===== config.mk =====
export PLATFORM = sky130hd
export DESIGN_NAME = mlr_limit_bank
export DESIGN_NICKNAME = d
export VERILOG_FILES = /design/src/rtl/mlr_pkg.sv /design/src/rtl/mlr_limit_bank.sv
export SDC_FILE = /design/constraint.sdc
export NUM_CORES = 1
export LEC_CHECK = 0
export BUFFER_PORTS_ARGS = -buffer_cell sky130_fd_sc_hd__buf_2
export CORE_ASPECT_RATIO = 0.8
export CORE_MARGIN = 10
export CORE_UTILIZATION = 55
export CTS_BUF_LIST = sky130_fd_sc_hd__clkbuf_4 sky130_fd_sc_hd__clkbuf_8
export DETAILED_ROUTE_END_ITERATION = 12
export GPL_TIMING_DRIVEN = 0
export PLACE_DENSITY = 0.77
export SLEW_MARGIN = 5
export SYNTH_ARGS = -nofsm -noshare
export SYNTH_HDL_FRONTEND = slang
export SYNTH_SLANG_ARGS = --single-unit

===== constraint.sdc =====
create_clock -name CLK_SYS_I -period 7.4 [get_ports CLK_SYS_I]
set_clock_uncertainty 0.2 [all_clocks]
set_input_delay 1.11 -clock CLK_SYS_I [delete_from_list [all_inputs] [get_ports CLK_SYS_I]]
set_output_delay 1.11 -clock CLK_SYS_I [all_outputs]
set_load 0.03 [all_outputs]

===== src/rtl/mlr_pkg.sv =====
// Package for the monitor limit register bank: map, resets, carriers.
package mlr_pkg;

    // Limit and pulse-output configuration register offsets.
    localparam logic [7:0] SUPPLY_A_LOW_LIMIT_OFS       = 8'h44;
    localparam logic [7:0] SUPPLY_A_HIGH_LIMIT_OFS      = 8'h45;
    localparam logic [7:0] CORE_SUPPLY_LOW_LIMIT_OFS    = 8'h46;
    localparam logic [7:0] CORE_SUPPLY_HIGH_LIMIT_OFS   = 8'h47;
    localparam logic [7:0] MAIN_SUPPLY_LOW_LIMIT_OFS    = 8'h48;
    localparam logic [7:0] MAIN_SUPPLY_HIGH_LIMIT_OFS   = 8'h49;
    localparam logic [7:0] SUPPLY_B_LOW_LIMIT_OFS       = 8'h4A;
    localparam logic [7:0] SUPPLY_B_HIGH_LIMIT_OFS      = 8'h4B;
    localparam logic [7:0] SUPPLY_C_LOW_LIMIT_OFS       = 8'h4C;
    localparam logic [7:0] SUPPLY_C_HIGH_LIMIT_OFS      = 8'h4D;
    localparam logic [7:0] REMOTE_A_TEMP_LOW_LIMIT_OFS  = 8'h4E;
    localparam logic [7:0] REMOTE_A_TEMP_HIGH_LIMIT_OFS = 8'h4F;
    localparam logic [7:0] LOCAL_TEMP_LOW_LIMIT_OFS     = 8'h50;
    localparam logic [7:0] LOCAL_TEMP_HIGH_LIMIT_OFS    = 8'h51;
    localparam logic [7:0] REMOTE_B_TEMP_LOW_LIMIT_OFS  = 8'h52;
    localparam logic [7:0] REMOTE_B_TEMP_HIGH_LIMIT_OFS = 8'h53;
    localparam logic [7:0] FAN_A_MIN_LOW_BYTE_OFS       = 8'h54;
    localparam logic [7:0] FAN_A_MIN_HIGH_BYTE_OFS      = 8'h55;
    localparam logic [7:0] FAN_B_MIN_LOW_BYTE_OFS       = 8'h56;
    localparam logic [7:0] FAN_B_MIN_HIGH_BYTE_OFS      = 8'h57;
    localparam logic [7:0] FAN_C_MIN_LOW_BYTE_OFS       = 8'h58;
    localparam logic [7:0] FAN_C_MIN_HIGH_BYTE_OFS      = 8'h59;
    localparam logic [7:0] FAN_D_MIN_LOW_BYTE_OFS       = 8'h5A;
    localparam logic [7:0] FAN_D_MIN_HIGH_BYTE_OFS      = 8'h5B;
    localparam logic [7:0] PULSE_OUT_A_CONFIG_OFS       = 8'h5C;
    localparam logic [7:0] PULSE_OUT_B_CONFIG_OFS       = 8'h5D;
    localparam logic [7:0] PULSE_OUT_C_CONFIG_OFS       = 8'h5E;

    // Own control, status and mask registers.
    localparam logic [7:0] CONFIG_A_OFS      = 8'h40;
    localparam logic [7:0] LIMIT_STATUS_OFS  = 8'h41;
    localparam logic [7:0] FAN_STATUS_OFS    = 8'h42;
    localparam logic [7:0] CONFIG_B_OFS      = 8'h73;
    localparam logic [7:0] LIMIT_MASK_OFS    = 8'h74;
    localparam logic [7:0] FAN_MASK_OFS      = 8'h75;

    // Field positions.
    localparam int CFG_A_LOCK_BIT     = 1;
    localparam int CFG_B_SINGLE_BIT   = 6;
    localparam int CHAN_SEL_LSB       = 5;
    localparam int PWM_BEHAVIOUR_LSB  = 5;
    localparam logic [2:0] PWM_BEHAVIOUR_OFF = 3'h4;

    // Reset values.
    localparam logic [7:0] VOLT_LOW_RST  = 8'h00;
    localparam logic [7:0] VOLT_HIGH_RST = 8'hFF;
    localparam logic [7:0] TEMP_LOW_RST  = 8'h81;
    localparam logic [7:0] TEMP_HIGH_RST = 8'h7F;
    localparam logic [7:0] FAN_MIN_RST   = 8'hFF;
    localparam logic [7:0] PWM_CFG_RST   = 8'h82;
    localparam logic [7:0] ZERO_RST      = 8'h00;

    // Counts of channels.
    localparam int NUM_LIMIT_CH = 8;
    localparam int NUM_FAN_CH   = 4;
    localparam int NUM_PWM      = 3;

    // One new measurement for a voltage or temperature channel.
    typedef struct packed {
        logic       valid;
        logic [2:0] chan;
        logic [7:0] value;
    } mlr_meas_s;

    // One new tachometer count for a fan channel.
    typedef struct packed {
        logic        valid;
        logic [1:0]  chan;
        logic [15:0] count;
    } mlr_tach_s;

endpackage : mlr_pkg


===== src/rtl/mlr_limit_bank.sv =====
// Limit register bank of the hardware monitor with comparators and interrupt.
`timescale 1ns/1ps
`default_nettype none

////////////////////////////////////////////////////////////////////////////////
// Functional notes
// [RULE1] Flag value or temperature strictly above its high limit.
// [RULE2] Flag value or temperature equal to or below its low limit.
// [RULE3] A temperature one degree past a limit sets its status bit.
// [RULE4] Fan limit is 16 bits; count above it sets fan status bit.
// [RULE5] Voltage, temperature and fan limits stay writable when locked.
// [RULE6] Single-channel mode: fan-a high byte bits 7:5 select converter channel.
// [RULE7] Single-channel mode: bits 4:0 read-only reserved; else full limit byte.
// [RULE8] Temperature low limits reset to 0x81, high limits to 0x7F.
// [RULE9] Every fan limit byte resets to all ones.
// [RULE10] Voltage low limits reset to 0x00, high limits to 0xFF.
// [RULE11] Lock bit set makes pulse-output configuration registers read-only.
// [RULE12] No fan fault status while that fan's pulse output is off.
// [RULE13] Comparisons run whenever a new measurement is written.
module mlr_limit_bank
    import mlr_pkg::*;
(
    input  wire logic       CLK_SYS_I,
    input  wire logic       RESET_I,
    input  wire logic [7:0] ADDR_I,
    input  wire logic [7:0] WDATA_I,
    input  wire logic       WR_I,
    input  wire logic       RD_I,
    output logic      [7:0] RDATA_O,
    input  wire mlr_meas_s  MEAS_I,
    input  wire mlr_tach_s  TACH_I,
    output logic      [2:0] CHAN_SEL_O,
    output logic            SINGLE_MODE_O,
    output logic            IRQ_O
);

    ////////////////////////////////////////////////////////////////////////////
    logic [7:0] low_reg   [NUM_LIMIT_CH];
    logic [7:0] high_reg  [NUM_LIMIT_CH];
    logic [7:0] fan_lo_reg[NUM_FAN_CH];
    logic [7:0] fan_hi_reg[NUM_FAN_CH];
    logic [7:0] pwm_reg   [NUM_PWM];
    logic [7:0] cfg_a_reg;
    logic [7:0] cfg_b_reg;
    logic [7:0] lim_stat_reg;
    logic [7:0] fan_stat_reg;
    logic [7:0] lim_mask_reg;
    logic [7:0] fan_mask_reg;
    logic [7:0] rdata_reg;
    logic [7:0] rdata_next;
    logic [7:0] lim_event;
    logic [7:0] fan_event;
    logic       locked;
    logic       single_mode;
    logic [15:0] fan_a_limit;

    assign locked      = cfg_a_reg[CFG_A_LOCK_BIT];
    assign single_mode = cfg_b_reg[CFG_B_SINGLE_BIT];

    ////////////////////////////////////////////////////////////////////////////
    // Voltage channels 0..4 and temperature channels 5..7 share one layout:
    // low limit at even offset, high limit at the following odd offset.
    genvar g;
    generate
        for (g = 0; g < NUM_LIMIT_CH; g++) begin : g_lim
            localparam logic [7:0] LO_OFS =
                SUPPLY_A_LOW_LIMIT_OFS + 8'(2 * g);
            localparam logic [7:0] LO_RST =
                (g < 5) ? VOLT_LOW_RST : TEMP_LOW_RST;
            localparam logic [7:0] HI_RST =
                (g < 5) ? VOLT_HIGH_RST : TEMP_HIGH_RST;
            logic lo_hit;
            logic hi_hit;
            logic is_temp;

            assign is_temp = (g >= 5);

            always_ff @(posedge CLK_SYS_I) begin
                if (RESET_I) begin
                    low_reg[g]  <= LO_RST; // [RULE8] [RULE10]
                    high_reg[g] <= HI_RST; // [RULE8] [RULE10]
                end else if (WR_I) begin
                    // The lock bit is deliberately ignored here.
                    if (ADDR_I == LO_OFS) begin
                        low_reg[g] <= WDATA_I; // [RULE5]
                    end
                    if (ADDR_I == LO_OFS + 8'h01) begin
                        high_reg[g] <= WDATA_I; // [RULE5]
                    end
                end
            end

            // Temperatures are signed two's complement, voltages unsigned.
            always_comb begin
                if (is_temp) begin
                    hi_hit = $signed(MEAS_I.value) > $signed(high_reg[g]);
                    lo_hit = $signed(MEAS_I.value) <= $signed(low_reg[g]);
                end else begin
                    hi_hit = MEAS_I.value > high_reg[g]; // [RULE1]
                    lo_hit = MEAS_I.value <= low_reg[g]; // [RULE2]
                end
            end

            assign lim_event[g] = MEAS_I.valid && (MEAS_I.chan == 3'(g))
                                  && (hi_hit || lo_hit); // [RULE3] [RULE13]
        end

        for (g = 0; g < NUM_FAN_CH; g++) begin : g_fan
            localparam logic [7:0] LO_OFS =
                FAN_A_MIN_LOW_BYTE_OFS + 8'(2 * g);
            logic [15:0] limit;
            logic        pwm_off;

            always_ff @(posedge CLK_SYS_I) begin
                if (RESET_I) begin
                    fan_lo_reg[g] <= FAN_MIN_RST; // [RULE9]
                    fan_hi_reg[g] <= FAN_MIN_RST; // [RULE9]
                end else if (WR_I) begin
                    if (ADDR_I == LO_OFS) begin
                        fan_lo_reg[g] <= WDATA_I; // [RULE5]
                    end
                    if (ADDR_I == LO_OFS + 8'h01) begin
                        if (g == 0 && single_mode) begin
                            // Reserved low bits keep their value.
                            fan_hi_reg[g] <= {WDATA_I[7:CHAN_SEL_LSB],
                                fan_hi_reg[g][CHAN_SEL_LSB-1:0]}; // [RULE7]
                        end else begin
                            fan_hi_reg[g] <= WDATA_I; // [RULE5] [RULE7]
                        end
                    end
                end
            end

            assign limit = {fan_hi_reg[g], fan_lo_reg[g]};
            // Fan d shares pulse output c.
            assign pwm_off = pwm_reg[(g < NUM_PWM) ? g : NUM_PWM - 1]
                [7:PWM_BEHAVIOUR_LSB] == PWM_BEHAVIOUR_OFF;
            assign fan_event[g] = TACH_I.valid && (TACH_I.chan == 2'(g))
                && (TACH_I.count > limit) // [RULE4] [RULE13]
                && !pwm_off; // [RULE12]
        end

        for (g = 0; g < NUM_PWM; g++) begin : g_pwm
            always_ff @(posedge CLK_SYS_I) begin
                if (RESET_I) begin
                    pwm_reg[g] <= PWM_CFG_RST;
                end else if (WR_I && !locked
                             && ADDR_I == PULSE_OUT_A_CONFIG_OFS + 8'(g)) begin
                    pwm_reg[g] <= WDATA_I; // [RULE11]
                end
            end
        end
    endgenerate

    assign fan_event[7:NUM_FAN_CH] = '0;
    assign fan_a_limit = {fan_hi_reg[0], fan_lo_reg[0]};

    ////////////////////////////////////////////////////////////////////////////
    // Configuration. Lock is sticky until reset, so a stray write cannot
    // unlock the fan configuration.
    always_ff @(posedge CLK_SYS_I) begin
        if (RESET_I) begin
            cfg_a_reg <= ZERO_RST;
        end else if (WR_I && ADDR_I == CONFIG_A_OFS) begin
            cfg_a_reg <= WDATA_I | (cfg_a_reg & 8'h02); // [RULE11]
        end
    end

    always_ff @(posedge CLK_SYS_I) begin
        if (RESET_I) begin
            cfg_b_reg <= ZERO_RST;
        end else if (WR_I && ADDR_I == CONFIG_B_OFS) begin
            cfg_b_reg <= WDATA_I;
        end
    end

    always_ff @(posedge CLK_SYS_I) begin
        if (RESET_I) begin
            lim_mask_reg <= ZERO_RST;
            fan_mask_reg <= ZERO_RST;
        end else if (WR_I) begin
            if (ADDR_I == LIMIT_MASK_OFS) begin
                lim_mask_reg <= WDATA_I;
            end
            if (ADDR_I == FAN_MASK_OFS) begin
                fan_mask_reg <= WDATA_I;
            end
        end
    end

    ////////////////////////////////////////////////////////////////////////////
    // Sticky status, write one to clear; a new event wins over the clear.
    always_ff @(posedge CLK_SYS_I) begin
        if (RESET_I) begin
            lim_stat_reg <= ZERO_RST;
        end else begin
            lim_stat_reg <= (lim_stat_reg
                & ~((WR_I && ADDR_I == LIMIT_STATUS_OFS) ? WDATA_I : 8'h00))
                | lim_event; // [RULE1] [RULE2] [RULE3]
        end
    end

    always_ff @(posedge CLK_SYS_I) begin
        if (RESET_I) begin
            fan_stat_reg <= ZERO_RST;
        end else begin
            fan_stat_reg <= (fan_stat_reg
                & ~((WR_I && ADDR_I == FAN_STATUS_OFS) ? WDATA_I : 8'h00))
                | fan_event; // [RULE4]
        end
    end

    assign IRQ_O = |(lim_stat_reg & lim_mask_reg)
                 | |(fan_stat_reg & fan_mask_reg);

    ////////////////////////////////////////////////////////////////////////////
    always_comb begin
        rdata_next = 8'h00;
        if (ADDR_I >= SUPPLY_A_LOW_LIMIT_OFS
            && ADDR_I <= REMOTE_B_TEMP_HIGH_LIMIT_OFS) begin
            rdata_next = ADDR_I[0]
                ? high_reg[3'((ADDR_I - SUPPLY_A_LOW_LIMIT_OFS) >> 1)]
                : low_reg[3'((ADDR_I - SUPPLY_A_LOW_LIMIT_OFS) >> 1)];
        end else if (ADDR_I >= FAN_A_MIN_LOW_BYTE_OFS
                     && ADDR_I <= FAN_D_MIN_HIGH_BYTE_OFS) begin
            rdata_next = ADDR_I[0]
                ? fan_hi_reg[2'((ADDR_I - FAN_A_MIN_LOW_BYTE_OFS) >> 1)]
                : fan_lo_reg[2'((ADDR_I - FAN_A_MIN_LOW_BYTE_OFS) >> 1)];
        end else if (ADDR_I >= PULSE_OUT_A_CONFIG_OFS
                     && ADDR_I <= PULSE_OUT_C_CONFIG_OFS) begin
            rdata_next = pwm_reg[2'(ADDR_I - PULSE_OUT_A_CONFIG_OFS)];
        end else if (ADDR_I == CONFIG_A_OFS) begin
            rdata_next = cfg_a_reg;
        end else if (ADDR_I == CONFIG_B_OFS) begin
            rdata_next = cfg_b_reg;
        end else if (ADDR_I == LIMIT_STATUS_OFS) begin
            rdata_next = lim_stat_reg;
        end else if (ADDR_I == FAN_STATUS_OFS) begin
            rdata_next = fan_stat_reg;
        end else if (ADDR_I == LIMIT_MASK_OFS) begin
            rdata_next = lim_mask_reg;
        end else if (ADDR_I == FAN_MASK_OFS) begin
            rdata_next = fan_mask_reg;
        end
    end

    always_ff @(posedge CLK_SYS_I) begin
        if (RESET_I) begin
            rdata_reg <= ZERO_RST;
        end else if (RD_I) begin
            rdata_reg <= rdata_next;
        end else begin
            rdata_reg <= ZERO_RST;
        end
    end

    assign RDATA_O       = rdata_reg;
    assign CHAN_SEL_O    = fan_a_limit[15:13]; // [RULE6]
    assign SINGLE_MODE_O = single_mode; // [RULE6]

endmodule : mlr_limit_bank

`default_nettype wire


==> results.tsv, run 1 <==
stage	metric	value	unit
finish	nets	2049	
synth	yosysSeqAreaShare	0.432	
place	dpl_worst_slack	2.79	ns
timing	tightest_slew	1.38	ns
pwr	powerDensity	195	nW/um^2
grt	antenna_found_initial	0	
synth	syn_nets	1940	
grt	overflow	0	
clock_tree	cts_buffers	44	
worst_setup_path	startpoint_type	primary input	
synth	yosys.area.top_type_share	0.368	
floorplanning	initial_core_util	0.559	
routing	wl_per_cell	27.6	um
floorplanning	num_io_pins	64	
clock_tree	htreeDepth	2	
place	place_area	18500	sq um
clock_tree	post_cts_resized	0	
timing	relSlewSlack	0.0677	
routing	dr.first_iter.drc_count	2214	
synth	synth_area_leader_cell	edfxtp_1	
synth	synth.avg_cell_area	10.4	sq um
synth	synth-seq-cells	272	
floorplanning	num_rows	58	
finish	drive_above_1_share	0.134	
timing	timing.setup.tns	0	ns
worst_setup_path	reg2reg_from	fan_hi_reg[0][7]	
timing	layout_setup_ws	3.22	ns
finish	final_cell_count_no_fill	2257	
routing	drc_errors	0	
synth	yosysUniqueCellTypes	76	
synth	ys_warn_count	0	
floorplanning	die_width	220	um
finish	syn_to_final_growth	10.2	%
synth	syn_inst	1692	
place	placed_cells	2175	
min_path	min_path_type	reg -> reg	
run_status	status	finished, final reports clean	
clock_tree	cts_sinks	272	
floorplanning	coreArea	31500	sq um
finish	fin_util	0.616	
timing	period_needed	4.18	ns
finish	final.fill_count	2624	
grt	grt_pass1_vias	14500	
pwr	p_leak	0.00794	uW
timing	post-route-period-util	0.565	
grt	grt-busiest-layer	met2	
place	io_buffers	61	
synth	synth.top_cells.by_area	edfxtp_1 37%, ha_1 14%, dfxtp_1 6.4%	
routing	final_antenna_net_count	0	
clock_tree	clock_latency	0.59	ns
min_path	whs_endpoint	cfg_b_reg[5]	
job	cap_violations	0	
worst_setup_path	r2r_end	fan_stat_reg[0]	
synth	synth_edf_count	216	
worst_setup_path	ff2ff_path_depth	7	
clock_tree	path_clk_slew	0.07	ns
min_path	worstHoldPathCells	2	
routing	wirelength	62300	um
pwr	vdd_drop_max	0.157	mV
worst_setup_path	path_class	in -> reg	
clock_tree	cts_tree	yes	
routing	vias	15100	
synth	netlist_area	17600	sq um
finish	finalInstanceArea	19400	sq um
grt	grt_pass1_wl	91000	um
worst_setup_path	cp.arrival	4.15	ns
worst_setup_path	crit_fanout	10	
synth	synthTopCellsByCount	216 x edfxtp_1, 197 x ha_1, 190 x inv_1	
grt	grtUsageMet3	0.116	
place	dp_hpwl	47500	um
place	finalWeightedCongestion	1.05	
floorplanning	die-area	39600	sq um
grt	grtUsageTotal	0.310	
timing	fmax	239	MHz
worst_setup_path	cp_data_required_time	7.37	ns
floorplanning	fp.dieH	180	um
grt	met1_usage	0.415	
timing	finalHoldViolations	0	
routing	vias_per_cell	6.69	
synth	synthArstFlopShare	0	
grt	gr-usage-met2	0.439	
timing	drv_slew	0	
clock_tree	postCtsSetupBuffers	0	
worst_setup_path	end_kind	flop	
clock_tree	root_buffer	clkbuf_8	
grt	grt_max_degree	17	
min_path	min_from	cfg_b_reg[5]	
timing	finalSetupViolCount	0	
clock_tree	cts_hold_repair.buffers	0	
routing	first_pass_iters	6	
clock_tree	cts_buffer_depth	3	
worst_setup_path	ff2ff_setup_slack	4.68	ns
synth	ys.flop_type	edfxtp_1	
synth	synth.most_common_cell	edfxtp_1	
timing	grt_setup_unrepaired	no	
## how the worst max path moves through the flow
stage / startpoint / endpoint / slack (ns) / depth (start not counted)
final: ADDR_I[2] / fan_lo_reg[3][4] / 3.22 / 8
after global placement: ADDR_I[2] / high_reg[2][0] / 2.68 / 8
after detailed placement: ADDR_I[2] / fan_lo_reg[3][1] / 2.79 / 8
after floorplan: ADDR_I[2] / RDATA_O[7] / 3.95 / 12
after CTS: ADDR_I[2] / fan_lo_reg[3][4] / 3.38 / 8
after global routing: ADDR_I[2] / fan_hi_reg[2][5] / 3.18 / 8
## worst max-delay path, stage by stage
cell      delay [ns]
buf_2           0.14
buf_2           0.23
buf_2           0.26
inv_1           0.22
ha_1            0.21
clkbuf_1        0.50
nand2_1         0.34
o21ai_0         1.11
## layout by cell type, fill, tap and decap left out, types with 5 or more instances in the layout
master	count
a21oi_1	96
nand3_1	24
nor3_2	8
o22ai_1	13
nor2_1	88
a22oi_1	16
edfxtp_1	216
clkbuf_8	51
and2_1	42
o31ai_1	7
nand4_1	45
nor3_1	31
and3_1	5
o21ai_1	8
buf_1	5
a221oi_1	6
clkinv_1	17
ha_1	197
o21ai_0	63
or3_1	40
nand2_1	148
clkbuf_4	8
nand2b_1	23
o21a_1	10
buf_4	11
mux4_2	48
o211ai_1	17
clkbuf_1	47
a32oi_1	9
mux2_2	8
a211oi_1	12
nor4_1	22
a21o_1	5
dfxtp_1	56
o211a_1	8
mux2i_1	42
inv_1	190
buf_2	82
nor2b_1	29
## logic make-up after synthesis
| group | after synthesis | share of synthesized area |
|---|---|---|
| buf+inv | 280 | 0.0643 |
| simple gates | 535 | 0.160 |
| fa+ha+maj | 197 | 0.140 |
| flops | 272 | 0.432 |
| mux | 98 | 0.0903 |
| compound gates | 310 | 0.114 |
## power by group
part           internal (uW)  switching, uW  total (uW)
logic                    211            395         606
registers               1720           52.5        1770
clock network            774            631        1410
total                   2700           1080        3780
## routing by layer
layer | share of wire | vias up | routed length (um)
li1 | - | 6456 | -
met4 | 0.050 | 0 | 3140
met3 | 0.15 | 228 | 9600
met5 | 0 | - | 0
met1 | 0.38 | 7238 | 23900
met2 | 0.41 | 1176 | 25600
## area by class of cell
type                    count  area [sq um]  share of cell area
diodes                      1          2.50            0.000129
repair buffers             63           320              0.0165
flip-flops and latches    272          7610               0.392
clock buffers              59           762              0.0393
well taps                 420           526              0.0271
inverters                 195           732              0.0377
clock inverters            22           174             0.00896
plain buffers              85           402              0.0207
multi-input cells        1140          8880               0.458
## per-stage QoR
stage,hold WS [ns],power (uW)
after floorplan,0.225,2130
after global placement,0.245,2350
after detailed placement,0.247,2370
after CTS,0.257,3750
after global routing,0.278,3890
final,0.263,3780
(Power assumes the default switching activity.)
==> inputs of run 2 (changes only) <==
--- a/config.mk
+++ b/config.mk
@@ -5,6 +5,7 @@
 export SDC_FILE = /design/constraint.sdc
 export NUM_CORES = 1
 export LEC_CHECK = 0
+export ABC_AREA = 1
 export BUFFER_PORTS_ARGS = -buffer_cell sky130_fd_sc_hd__buf_2
 export CORE_ASPECT_RATIO = 0.8
 export CORE_MARGIN = 10
@@ -12,7 +13,7 @@
 export CTS_BUF_LIST = sky130_fd_sc_hd__clkbuf_4 sky130_fd_sc_hd__clkbuf_8
 export DETAILED_ROUTE_END_ITERATION = 12
 export GPL_TIMING_DRIVEN = 0
-export PLACE_DENSITY = 0.77
+export PLACE_DENSITY = 0.8
 export SLEW_MARGIN = 5
 export SYNTH_ARGS = -nofsm -noshare
 export SYNTH_HDL_FRONTEND = slang
==> constraint.sdc (replaced) <==
create_clock -name CLK_SYS_I -period 3.8 [get_ports CLK_SYS_I]
set_clock_uncertainty 0.2 [all_clocks]
set_input_delay 0.57 -clock CLK_SYS_I [delete_from_list [all_inputs] [get_ports CLK_SYS_I]]
set_output_delay 0.57 -clock CLK_SYS_I [all_outputs]
set_load 0.03 [all_outputs]
==> results.tsv, run 2 <==
stage	metric	value	unit	change
grt	grtUsageTotal	0.293		-0.0174
floorplanning	die_width	221	um	+0.46%
synth	synthArstFlopShare	0		unchanged
clock_tree	postCtsSetupBuffers	0		unchanged
worst_setup_path	cp.arrival	3.55	ns	-0.60 ns
pwr	pwr-share-clk	0.392		+0.020
synth	synthTopCellsByCount	518 x nand2_1, 305 x inv_1, 216 x edfxtp_1		
synth	synth_edf_count	216		unchanged
routing	vias	16500		+9.0%
synth	synth.top_cells.by_area	edfxtp_1 36%, ha_1 14%, nand2_1 11%		
timing	timing.hold.ws	0.0932	ns	-0.170 ns
finish	final_common_cell	nand2_1		
worst_setup_path	path_class	in -> reg		
grt	grt_pass1_wl	91400	um	+0.44%
place	dpl_worst_slack	-0.474	ns	-3.27 ns
finish	finalInstanceArea	19600	sq um	+1.2%
timing	drv_slew	0		unchanged
pwr	p_leak	0.00881	uW	+11%
timing	finalSetupViolCount	0		unchanged
synth	synth.avg_cell_area	8.02	sq um	-23%
floorplanning	fp.dieH	181	um	+0.45%
pwr	powerDensity	384	nW/um^2	+97%
floorplanning	num_rows	58		unchanged
worst_setup_path	cp_data_required_time	4.05	ns	-3.32 ns
routing	wl_per_cell	21.7	um	-21%
grt	grt_max_degree	17		unchanged
pwr	total_power	7550	uW	+100%
worst_setup_path	ff2ff_setup_slack	1.70	ns	-2.98 ns
place	io_buffers	61		unchanged
worst_setup_path	reg2reg_from	high_reg[5][7]		
clock_tree	cts_buffer_depth	3		unchanged
floorplanning	coreArea	31600	sq um	+0.46%
clock_tree	cts_buffers	45		+2.3%
synth	syn_nets	2466		+27%
routing	vias_per_cell	5.92		-12%
finish	drive_above_1_share	0.0919		-0.0420
worst_setup_path	startpoint_type	primary input		
pwr	internal-power	5350	uW	+98%
worst_setup_path	r2r_end	lim_stat_reg[5]		
pwr	pwr-share-comb	0.159		about the same
routing	first_pass_iters	9		+3
min_path	min_from	WDATA_I[1]		
synth	synth.most_common_cell	nand2_1		
grt	grt_pass1_vias	15900		+9.7%
synth	yosysSeqAreaShare	0.427		-0.00434
timing	grt_setup_unrepaired	no		
worst_setup_path	end_kind	flop		
timing	post-route-period-util	0.866		
routing	dr.first_iter.drc_count	1957		-12%
pwr	swShare	0.291		+0.00534
clock_tree	cts_tree	yes		
worst_setup_path	crit_fanout	21		+11
timing	layout_setup_ws	0.508	ns	-2.71 ns
pwr	switchingPower	2190	uW	+100%
clock_tree	cts_sinks	272		unchanged
min_path	min_path_type	in -> reg		
floorplanning	initial_core_util	0.562		+0.00309
timing	fmax	304	MHz	
place	finalWeightedCongestion	1.02		-2.9%
pwr	power_frac_seq	0.449		-0.019
clock_tree	root_buffer	clkbuf_8		
place	dp_hpwl	45400	um	-4.3%
synth	ys_warn_count	0		unchanged
synth	yosys.area.top_type_share	0.364		-0.00370
grt	overflow	0		unchanged
synth	synth_area_leader_cell	edfxtp_1		
timing	finalHoldViolations	0		unchanged
grt	antenna_found_initial	1		+1
timing	period_needed	3.29	ns	
routing	final_antenna_net_count	0		unchanged
synth	netlist_area	17800	sq um	+1.0%
synth	yosysUniqueCellTypes	42		-45%
job	cap_violations	0		unchanged
timing	relSlewSlack	0.121		+0.0533
clock_tree	clock_latency	0.59	ns	about the same
clock_tree	htreeDepth	2		unchanged
synth	syn_inst	2218		+31%
floorplanning	die-area	40000	sq um	+0.91%
finish	nets	2573		+26%
timing	tightest_slew	1.30	ns	-0.0792 ns
floorplanning	num_io_pins	64		unchanged
routing	wirelength	60300	um	-3.3%
min_path	whs_endpoint	cfg_a_reg[1]		
synth	synth-seq-cells	272		unchanged
run_status	status	finished, final reports clean		
synth	ys.flop_type	edfxtp_1		
worst_setup_path	ff2ff_path_depth	12		+5
routing	drc_errors	0		unchanged
finish	syn_to_final_growth	10.4	%	
finish	final_cell_mix	518 x nand2_1, 305 x inv_1, 216 x edfxtp_1		
place	place_area	18600	sq um	+0.85%
pwr	vdd_drop_max	0.362	mV	+130%
clock_tree	path_clk_slew	0.07	ns	about the same
timing	timing.setup.tns	0	ns	unchanged
min_path	worstHoldPathCells	3		+1
==> run 2: changes by cell type after synthesis, moves of 19 or more <==
cell | before | now
nor2_1 | 88 | 207
mux4_2 | 48 | 0
nor4_1 | 22 | 3
inv_1 | 190 | 305
a21oi_1 | 96 | 205
nand2b_1 | 23 | 0
mux2i_1 | 42 | 0
nor2b_1 | 29 | 0
nand3_1 | 24 | 123
and2_1 | 42 | 0
nand2_1 | 148 | 518
o21ai_0 | 69 | 163
or3_1 | 40 | 0
==> run 2: what timing repair did <==
action | in CTS | in global routing
resized for setup | 0 | 1
endpoints found under the setup margin | 0 | 10
hold buffers | 0 | 0
==> run 2: power by group through the flow <==
| stage | registers, uW | clock network, uW | logic (uW) |
|---|---|---|---|
| 2_1_floorplan | 3430 | 0 | 718 |
| 3_3_place_gp | 3450 | 0 | 1110 |
| 3_5_place_dp | 3450 | 0 | 1150 |
| 4_1_cts | 3390 | 2940 | 1160 |
| 5_1_grt | 3400 | 3080 | 1320 |
| 6_report | 3390 | 2960 | 1200 |
==> run 2: how the worst max path moves through the flow <==
stage	start	to	slack, ns
final	ADDR_I[2]	RDATA_O[5]	0.51
after global routing	ADDR_I[2]	RDATA_O[1]	0.43
after CTS	ADDR_I[2]	high_reg[7][7]	0.12
after detailed placement	ADDR_I[2]	high_reg[7][4]	-0.47
after global placement	ADDR_I[2]	high_reg[7][5]	-0.36
after floorplan	ADDR_I[2]	high_reg[7][0]	0.69
==> run 2: area by class of cell <==
class / instances / area, sq um
flip-flops and latches: 272 / 7610
inverters: 321 / 1200
plain buffers: 84 / 383
clock inverters: 24 / 285
fillers: 2801 / 12000
well taps: 420 / 526
repair buffers: 61 / 305
clock buffers: 58 / 729
diodes: 1 / 2.50
multi-input cells: 1540 / 8600
==> run 2: logic make-up (layout without fill, tap and decap cells) <==
logic type,after synthesis,in the layout,synth area share
buffers and inverters,406,548,0.0894
AO/OA/AOI/OAI,403,403,0.118
AND/OR/NAND/NOR,940,940,0.227
adder cells (fa/ha/maj),197,197,0.139
other,0,1,0
flip-flops,272,272,0.427
==> run 2: metrics by stage <==
stage               instances  utilization
finish                   2781        0.621
global route             2781        0.621
CTS                      2781        0.621
detailed placement       2699        0.589
global placement         2699        0.589
floorplan                2218            -
==> run 2: worst max-delay path: stages <==
cell	delay (ns)
buf_2	0.14
buf_2	0.21
inv_2	0.41
ha_1	0.37
clkbuf_1	0.22
inv_1	0.27
clkbuf_1	0.45
nand3_1	0.20
nand3_1	0.17
nand2_1	0.12
o21ai_1	0.30
nor2_1	0.11
==> run 2: metal layers <==
metal,part of all wire,routed length (um),track usage
met5,0,0,0
met4,0.056,3380,0.155
met3,0.13,7540,0.0650
met2,0.43,25700,0.443
met1,0.39,23700,0.385
